--- src/mrc_pkg.sv ---
// Package of constants and types for the multichannel reset control block.
package mrc_pkg;

    // Structure.
    localparam int NUM_CH      = 16;
    localparam int ADDR_W      = 11;
    localparam int DATA_W      = 8;
    localparam int SLOT_LSB    = 6;
    localparam int SLOT_W      = 4;
    localparam int IRQ_W       = 4;
    localparam int GPIO_W      = 2;
    localparam int POR_W       = 16;
    localparam int SWC_W       = 5;

    // Global register offsets.
    localparam logic [ADDR_W-1:0] GLB_RST_OFF = 11'h040;
    localparam logic [ADDR_W-1:0] GLB_CFG_OFF = 11'h080;
    localparam logic [ADDR_W-1:0] GPIO_OFF    = 11'h100;

    // Per-channel register index within a channel slot.
    localparam logic [5:0] CH_CFG_IDX  = 6'h01;
    localparam logic [5:0] CH_MODE_IDX = 6'h02;

    // Field positions.
    localparam int CFG_LINE_STD_BIT = 0;
    localparam int CFG_SOFT_RST_BIT = 1;
    localparam int MODE_SYS_FMT_BIT = 0;
    localparam int MODE_TX_EN_BIT   = 1;
    localparam int MODE_RX_EN_BIT   = 2;
    localparam int MODE_IRQ_LSB     = 4;
    localparam int GCF_GLB_IM_BIT   = 1;

    // Reset values.
    localparam logic              LINE_STD_T1J1 = 1'b0;
    localparam logic [DATA_W-1:0] MODE_RST_VAL  = 8'h00;
    localparam logic [DATA_W-1:0] GCF_RST_VAL   = 8'h02;
    localparam logic [GPIO_W-1:0] GPIO_RST_VAL  = 2'h0;

    // Timing.
    localparam int CLK_PERIOD_NS = 50;
    localparam int POR_MAX_NS    = 1000000;
    localparam int SW_RST_MAX_NS = 1000;
    localparam int POR_CYC       = POR_MAX_NS / CLK_PERIOD_NS;
    localparam int SW_RST_CYC    = SW_RST_MAX_NS / CLK_PERIOD_NS;

    typedef enum logic [3:0] {
        MRC_ST_POR = 4'b0001,
        MRC_ST_PIN = 4'b0010,
        MRC_ST_SW  = 4'b0100,
        MRC_ST_RUN = 4'b1000
    } mrc_state_e;

endpackage

--- src/mrc_top.sv ---
// Reset control for the common logic and all channels of the line interface.
//
// Local design decisions: the register offsets and the plain strobed port.
`timescale 1ns/1ps
module mrc_top
    import mrc_pkg::*;
#(
    parameter int POR_CYCLES = POR_CYC
) (
    // Clock and power-on reset.
    input  wire logic                     clk_sys,
    input  wire logic                     sys_rst,
    // Pins from outside the clock domain.
    input  wire logic                     rst_pin_n,
    input  wire logic                     ref_clk_ok,
    // Register port.
    input  wire logic [ADDR_W-1:0]        reg_addr,
    input  wire logic [DATA_W-1:0]        reg_wdata,
    input  wire logic                     reg_wr,
    input  wire logic                     reg_rd,
    output logic      [DATA_W-1:0]        reg_rdata,
    // Common pins and resets.
    output logic                          common_rst,
    output logic                          host_data_oe,
    output logic      [GPIO_W-1:0]        gpio_oe,
    output logic                          glb_irq_mask,
    // Channel controls.
    output logic      [NUM_CH-1:0]        chan_sm_rst,
    output logic      [NUM_CH-1:0]        line_std,
    output logic      [NUM_CH-1:0]        sys_single_rail,
    output logic      [NUM_CH-1:0]        transmit_line_pair_oe,
    output logic      [NUM_CH-1:0]        receive_line_pair_oe,
    output logic      [NUM_CH*IRQ_W-1:0]  chan_irq_en
);
    mrc_state_e        state_q;
    mrc_state_e        state_d;
    logic [POR_W-1:0]  por_cnt_q;
    logic [SWC_W-1:0]  sw_cnt_q;
    logic              pin_ok;
    logic              ref_ok;
    logic              ref_ok_prev_q;
    logic              clk_ret;
    logic              glob_rst;
    logic              wr_ok;
    logic              sw_req;
    logic [DATA_W-1:0] gcf_q;
    logic [GPIO_W-1:0] gpio_dir_q;
    logic [DATA_W-1:0] rd_mux;
    logic [DATA_W-1:0] rdata_q;
    logic              rd_pend_q;
    logic [SLOT_W-1:0] slot;
    logic              ch_space;
    logic [DATA_W-1:0] cfg_rd  [NUM_CH];
    logic [DATA_W-1:0] mode_rd [NUM_CH];

    // The reset pin and the clock monitor level are both asynchronous.
    mrc_sync2 #(.RST_VAL(1'b1)) u_pin_sync (
        .clk_sys  (clk_sys),
        .sys_rst  (sys_rst),
        .async_in (rst_pin_n),
        .sync_out (pin_ok)
    );

    mrc_sync2 #(.RST_VAL(1'b0)) u_ref_sync (
        .clk_sys  (clk_sys),
        .sys_rst  (sys_rst),
        .async_in (ref_clk_ok),
        .sync_out (ref_ok)
    );

    always_ff @(posedge clk_sys) begin
        if (sys_rst) begin
            ref_ok_prev_q <= 1'b0;
        end else begin
            ref_ok_prev_q <= ref_ok;
        end
    end

    assign clk_ret = ref_ok & ~ref_ok_prev_q;

    // One merged reset: every request lands in the state register, so the
    // whole device leaves reset on the same clock edge.
    assign glob_rst = (state_q != MRC_ST_RUN);
    assign wr_ok    = reg_wr & ~glob_rst;
    assign sw_req   = wr_ok && (reg_addr == GLB_RST_OFF);

    always_comb begin
        state_d = state_q;
        if (!pin_ok) begin
            state_d = MRC_ST_PIN;
        end else if (clk_ret) begin
            state_d = MRC_ST_POR;
        end else begin
            unique case (state_q)
                MRC_ST_POR: begin
                    if (ref_ok && por_cnt_q == POR_W'(POR_CYCLES - 1)) begin
                        state_d = MRC_ST_RUN;
                    end
                end
                MRC_ST_PIN: begin
                    state_d = MRC_ST_SW;
                end
                MRC_ST_SW: begin
                    if (sw_cnt_q == SWC_W'(SW_RST_CYC - 1)) begin
                        state_d = MRC_ST_RUN;
                    end
                end
                MRC_ST_RUN: begin
                    if (sw_req) begin
                        state_d = MRC_ST_SW;
                    end
                end
                default: begin
                    state_d = MRC_ST_POR;
                end
            endcase
        end
    end

    always_ff @(posedge clk_sys) begin
        if (sys_rst) begin
            state_q <= MRC_ST_POR;
        end else begin
            state_q <= state_d;
        end
    end

    // Without the reference clock the power-on count never advances.
    always_ff @(posedge clk_sys) begin
        if (sys_rst || state_q != MRC_ST_POR) begin
            por_cnt_q <= '0;
        end else if (ref_ok) begin
            por_cnt_q <= por_cnt_q + 1'b1;
        end
    end

    // A released pin is followed by the short software reset time so the
    // release is still taken on a clean edge.
    always_ff @(posedge clk_sys) begin
        if (sys_rst || state_q != MRC_ST_SW) begin
            sw_cnt_q <= '0;
        end else begin
            sw_cnt_q <= sw_cnt_q + 1'b1;
        end
    end

    always_ff @(posedge clk_sys) begin
        if (glob_rst) begin
            gcf_q <= GCF_RST_VAL;
        end else if (wr_ok && reg_addr == GLB_CFG_OFF) begin
            gcf_q <= reg_wdata;
        end
    end

    always_ff @(posedge clk_sys) begin
        if (glob_rst) begin
            gpio_dir_q <= GPIO_RST_VAL;
        end else if (wr_ok && reg_addr == GPIO_OFF) begin
            gpio_dir_q <= reg_wdata[GPIO_W-1:0];
        end
    end

    assign slot     = reg_addr[SLOT_LSB +: SLOT_W];
    assign ch_space = (reg_addr[ADDR_W-1] == 1'b0);

    // Channel slots only decode their own index, so a channel reset
    // cannot touch global registers or a neighbouring channel.
    genvar gi;
    generate
        for (gi = 0; gi < NUM_CH; gi++) begin : g_ch
            logic cfg_we;
            logic mode_we;
            assign cfg_we  = wr_ok && ch_space && reg_addr[5:0] == CH_CFG_IDX
                             && slot == SLOT_W'(gi);
            assign mode_we = wr_ok && ch_space && reg_addr[5:0] == CH_MODE_IDX
                             && slot == SLOT_W'(gi);
            mrc_chan u_chan (
                .clk_sys    (clk_sys),
                .glob_rst   (glob_rst),
                .cfg_we     (cfg_we),
                .mode_we    (mode_we),
                .wdata      (reg_wdata),
                .cfg_rdata  (cfg_rd[gi]),
                .mode_rdata (mode_rd[gi]),
                .chan_rst   (chan_sm_rst[gi]),
                .line_std   (line_std[gi]),
                .sys_fmt    (sys_single_rail[gi]),
                .tx_oe      (transmit_line_pair_oe[gi]),
                .rx_oe      (receive_line_pair_oe[gi]),
                .irq_en     (chan_irq_en[gi*IRQ_W +: IRQ_W])
            );
        end
    endgenerate

    // The global reset register holds nothing and reads as zero.
    always_comb begin
        rd_mux = 8'h00;
        if (reg_addr == GLB_CFG_OFF) begin
            rd_mux = gcf_q;
        end else if (reg_addr == GPIO_OFF) begin
            rd_mux = {6'h00, gpio_dir_q};
        end else if (ch_space && reg_addr[5:0] == CH_CFG_IDX) begin
            rd_mux = cfg_rd[slot];
        end else if (ch_space && reg_addr[5:0] == CH_MODE_IDX) begin
            rd_mux = mode_rd[slot];
        end
    end

    // Read data stand for exactly the one cycle after the strobe.
    always_ff @(posedge clk_sys) begin
        if (glob_rst) begin
            rdata_q   <= 8'h00;
            rd_pend_q <= 1'b0;
        end else begin
            rdata_q   <= reg_rd ? rd_mux : 8'h00;
            rd_pend_q <= reg_rd;
        end
    end

    assign reg_rdata    = rdata_q;
    assign common_rst   = glob_rst;
    assign host_data_oe = rd_pend_q & ~glob_rst;
    assign gpio_oe      = glob_rst ? '0 : gpio_dir_q;
    assign glb_irq_mask = gcf_q[GCF_GLB_IM_BIT];
endmodule // mrc_top

--- src/mrc_sync2.sv ---
// Two flip-flop synchroniser for levels arriving from outside the clock domain.
`timescale 1ns/1ps
module mrc_sync2 #(
    parameter logic RST_VAL = 1'b0
) (
    // Clock and reset.
    input  wire logic clk_sys,
    input  wire logic sys_rst,
    // Level in and out.
    input  wire logic async_in,
    output logic      sync_out
);
    logic meta_q;

    always_ff @(posedge clk_sys) begin
        if (sys_rst) begin
            meta_q   <= RST_VAL;
            sync_out <= RST_VAL;
        end else begin
            meta_q   <= async_in;
            sync_out <= meta_q;
        end
    end
endmodule // mrc_sync2

--- src/mrc_chan.sv ---
// Per-channel configuration registers and the channel software reset.
`timescale 1ns/1ps
module mrc_chan
    import mrc_pkg::*;
(
    // Clock and global-class reset.
    input  wire logic              clk_sys,
    input  wire logic              glob_rst,
    // Register writes.
    input  wire logic              cfg_we,
    input  wire logic              mode_we,
    input  wire logic [DATA_W-1:0] wdata,
    // Register read-back.
    output logic      [DATA_W-1:0] cfg_rdata,
    output logic      [DATA_W-1:0] mode_rdata,
    // Channel controls.
    output logic                   chan_rst,
    output logic                   line_std,
    output logic                   sys_fmt,
    output logic                   tx_oe,
    output logic                   rx_oe,
    output logic      [IRQ_W-1:0]  irq_en
);
    logic              ch_rst_q;
    logic [SWC_W-1:0]  cnt_q;
    logic              line_std_q;
    logic [DATA_W-1:0] mode_q;

    // The reset bit clears itself when the fixed reset time has run out.
    // A new request wins over the self-clear and restarts the reset time.
    always_ff @(posedge clk_sys) begin
        if (glob_rst) begin
            ch_rst_q <= 1'b0;
            cnt_q    <= '0;
        end else if (cfg_we && wdata[CFG_SOFT_RST_BIT]) begin
            ch_rst_q <= 1'b1;
            cnt_q    <= '0;
        end else if (ch_rst_q) begin
            if (cnt_q == SWC_W'(SW_RST_CYC - 1)) begin
                ch_rst_q <= 1'b0;
            end
            cnt_q <= cnt_q + 1'b1;
        end
    end

    // Only a global-class reset returns the line standard to T1/J1.
    always_ff @(posedge clk_sys) begin
        if (glob_rst) begin
            line_std_q <= LINE_STD_T1J1;
        end else if (cfg_we) begin
            line_std_q <= wdata[CFG_LINE_STD_BIT];
        end
    end

    always_ff @(posedge clk_sys) begin
        if (glob_rst || ch_rst_q) begin
            mode_q <= MODE_RST_VAL;
        end else if (mode_we) begin
            mode_q <= wdata;
        end
    end

    assign chan_rst   = glob_rst | ch_rst_q;
    assign cfg_rdata  = {6'h00, ch_rst_q, line_std_q};
    assign mode_rdata = mode_q;
    assign line_std   = line_std_q;
    assign sys_fmt    = mode_q[MODE_SYS_FMT_BIT];
    assign tx_oe      = mode_q[MODE_TX_EN_BIT] & ~chan_rst;
    assign rx_oe      = mode_q[MODE_RX_EN_BIT] & ~chan_rst;
    assign irq_en     = mode_q[MODE_IRQ_LSB +: IRQ_W];

    function automatic logic cnt_rdata_clear();
        return cfg_rdata[CFG_SOFT_RST_BIT] == 1'b0;
    endfunction
endmodule // mrc_chan

--- config.mk ---
export PLATFORM = sky130hd
export DESIGN_NAME = mrc_top
export DESIGN_NICKNAME = d
export VERILOG_FILES = /design/src/mrc_pkg.sv /design/src/mrc_top.sv /design/src/mrc_sync2.sv /design/src/mrc_chan.sv
export SDC_FILE = /design/constraint.sdc
export NUM_CORES = 1
export LEC_CHECK = 0
export BUFFER_PORTS_ARGS = -buffer_cell sky130_fd_sc_hd__buf_2
export CORE_ASPECT_RATIO = 1.25
export CORE_MARGIN = 4
export CORE_UTILIZATION = 35
export CTS_CLUSTER_SIZE = 28
export DETAILED_ROUTE_END_ITERATION = 6
export GPL_TIMING_DRIVEN = 0
export PLACE_DENSITY = 0.5
export SYNTH_ARGS = -nofsm -noshare
export SYNTH_HDL_FRONTEND = slang
export SYNTH_HIERARCHICAL = 1
export SYNTH_SLANG_ARGS = --single-unit
--- constraint.sdc ---
create_clock -name clk_sys -period 2.36 [get_ports clk_sys]
set_input_delay 0.236 -clock clk_sys [delete_from_list [all_inputs] [get_ports clk_sys]]
set_output_delay 0.236 -clock clk_sys [all_outputs]
set_load 0.02 [all_outputs]
==> flow_summary.toml <==
[worst_setup_path]
required_ns = 2.12
reg2reg_depth = 10
start_kind = "flip-flop"
crit_fanout = 9
arrival_ns = 2.12
path_class = "flip-flop to primary output"
critPathCaptureType = "primary output"

[cts]
clock_latency_ns = 0.56
clk_pin_slew_ns = 0.06
numCtsBuffers = 35
clock_path_buffers = 3
ctsHtreeMaxLevel = 2
cts_num_sinks = 289
cts_root_buf = "clkbuf_16"
cts_tree = "done"

[power_and_ir_drop]
leakagePower_uw = 0.00754
seq_power_share_pct = 44.3
internal_power_uw = 8450
clkPwrFrac_pct = 49.1
net-switching-power_uw = 2610
ir_worst_vdd_uv = 537
p_sw_share_pct = 23.6
power.density_nw_per_um2 = 567
share_comb_of_total_power_pct = 6.6

[timing]
setup_ws_ns = 0.00812
setup_viol = 0
fin_skew_ns = 0.0226
worst_slew_pin_slew_ns = 0.957
min_period_ns = 2.35
report.final.slew_viol_count = 0
rsz0062_at_grt = "yes"
period_share_pct = 99.7
fin_tns_setup_ns = 0
hold_viol_final = 0
fmax_ghz = 0.425
max-slew-margin-rel_pct = 36.2

[detailed_routing]
vias = 12000
drc_errors = 0
ant_nets = 0
wl_per_cell_um = 19.0
wirelength_mm = 48.4
drtIter0Drc = 657
drt_pass1_iterations = 5
vias_per_cell = 4.71

[final_layout]
nets = 1998
area_growth_pct = 25.4
diodes = 0
drive_above_1_share_pct = 35.2

[logic_synthesis]
synth_top_area_share_pct = 37.2
seq_area_frac_synth_pct = 37.2
synth.area.top_cells = "dfxtp_1, mux2i_1, buf_4, mux4_2, nor2_1"
synth_edf_count = 0
synth_cells = 1624
synth_cell_types = 57
async_flop_share_pct = 0
syn_area_um2 = 15600
synth-main-ff-cell = "dfxtp_1"
avgSynthCellArea_um2 = 9.58
ys_warn_count = 6
yosysMostFrequentCell = "nor2_1"
ys_ff_latch = 289
synth_common_cells = "nor2_1, dfxtp_1, buf_4, mux2i_1, nand2_1"
yosysTopAreaCell = "dfxtp_1"

[die]
io_pins = 182
dieArea_um2 = 47900
die_h_um = 244
num_rows = 86
die_w_um = 197
core-area_um2 = 44000
initial_utilization_pct = 35.3

[global_route]
grt_pass1_wl_mm = 72.1
grt.overflow.total = 0
grt_max_degree = 35
antenna_found_initial = 0
track_usage_pct = 19.7
first_global_vias = 11700

[place]
port_buffers = 178
dp_hpwl_mm = 33.6
place_congestion = 0.810
dpl_worst_slack_ns = -0.780

[flow_run]
drv_cap = 0

[min_path]
holdCritPathClass = "primary input to flip-flop"
min_path_cells = 3

[status]
status = "complete, no violations"
-- power by group through the flow --
| stage | Sequential [uW] | Combinational, uW | Clock (uW) |
|---|---|---|---|
| 4_1_cts | 4900 | 699 | 5590 |
| 6_report | 4900 | 725 | 5440 |
| 3_5_place_dp | 5000 | 678 | 0 |
| 5_1_grt | 4900 | 780 | 5750 |
| 2_1_floorplan | 5000 | 462 | 0 |
| 3_3_place_gp | 5000 | 675 | 0 |
-- cells in the final DEF, fill, tap and decap left out, types with 45 or more instances in the layout --
master and n:
buf_2 159, dfxtp_1 285, buf_4 267, mux2i_1 181, mux4_2 63, xor2_1 60, inv_1 45, nor2_1 281
nand2_1 64, conb_1 96, buf_6 54
-- final timing paths --
kind                            slack, ns                         start                                        end
worst max-delay path                0.008       state_q[1]$_SDFFE_PP0P_                   receive_line_pair_oe[12]
worst min-delay path                 0.05                        reg_rd                    reg_rdata[6]$_SDFF_PP0_
worst max register to register       0.15       state_q[1]$_SDFFE_PP0P_  g_ch[4].u_chan/mode_rdata[5]$_SDFFE_PP0P_
worst min register to register       0.42  u_pin_sync/meta_q$_SDFF_PP1_             u_pin_sync/sync_out$_SDFF_PP1_
-- sequential cells by signal (all words and copies together), names as in the netlist, 2 cells and up --
register and count:
g_ch.u_chan/ch_rst_q 16, g_ch.u_chan/cnt_q 80, g_ch.u_chan/line_std 16, g_ch.u_chan/mode_rdata 128, gcf_q 8, gpio_dir_q 2, por_cnt_q 16, reg_rdata 8
state_q 4, sw_cnt_q 5
-- logic make-up (layout without fill, tap and decap cells) --
| family | Yosys count | after routing | synth area share, % |
|---|---|---|---|
| simple gates | 540 | 543 | 16.1 |
| mux | 247 | 247 | 21.0 |
| buf+inv | 340 | 611 | 15.4 |
| flops | 289 | 289 | 37.2 |
| compound gates | 91 | 91 | 3.82 |
| xor+xnor | 83 | 83 | 4.67 |
| other cells | 16 | 96 | 0.386 |
| fa+ha+maj | 18 | 18 | 1.45 |
-- critical path: stages (launching register included) --
cell,delay (ns)
dfxtp_4,0.36
nor4b_4,0.28
buf_6,0.16
buf_12,0.13
inv_16,0.06
or2_4,0.24
buf_8,0.13
nor2_4,0.08
buf_6,0.12
-- per-layer routing --
layer | up-vias | wire length, um | track usage [%]
li1 | 5850 | - | -
met5 | - | 0 | 0
met3 | 64 | 2180 | 3.25
met4 | 0 | 1360 | 6.57
met1 | 5839 | 20500 | 25.0
met2 | 247 | 24400 | 34.1
-- timing repair --
action | 4_1_cts | 5_1_grt
hold buffers | 4 | 0
pin swaps | 7 | 16
endpoints found under the setup margin | 289 | 204
buffers inserted | 25 | 17
endpoints found under the hold margin | 6 | 0
gates resized for setup | 99 | 92
cloned | 3 | 3
-- metrics by stage --
step / utilization (%) / std cells / hold slack (ns) / total power [uW] / area [um2]
after floorplan: - / 1704 / 0.303 / 5460 / 15900
after global placement: 39.7 / 2454 / 0.401 / 5680 / 17500
after detailed placement: 39.7 / 2454 / 0.393 / 5680 / 17500
after CTS: 43.3 / 2532 / 0.0177 / 11200 / 19100
after global routing: 44.3 / 2550 / 0.0497 / 11400 / 19500
final: 44.3 / 2550 / 0.0534 / 11100 / 19500
-- cell type report --
cell class	count	area [um2]
Timing Repair inverter	3	37.5
Clock buffer	50	1020
Timing Repair Buffer	224	1480
Multi-Input combinational cell	1078	8070
Inverter	46	189
Sequential cell	289	5800
Fill cell	4328	24500
Buffer	278	2080
Clock inverter	10	125
Tap cell	572	716
(Power assumes the default switching activity.)
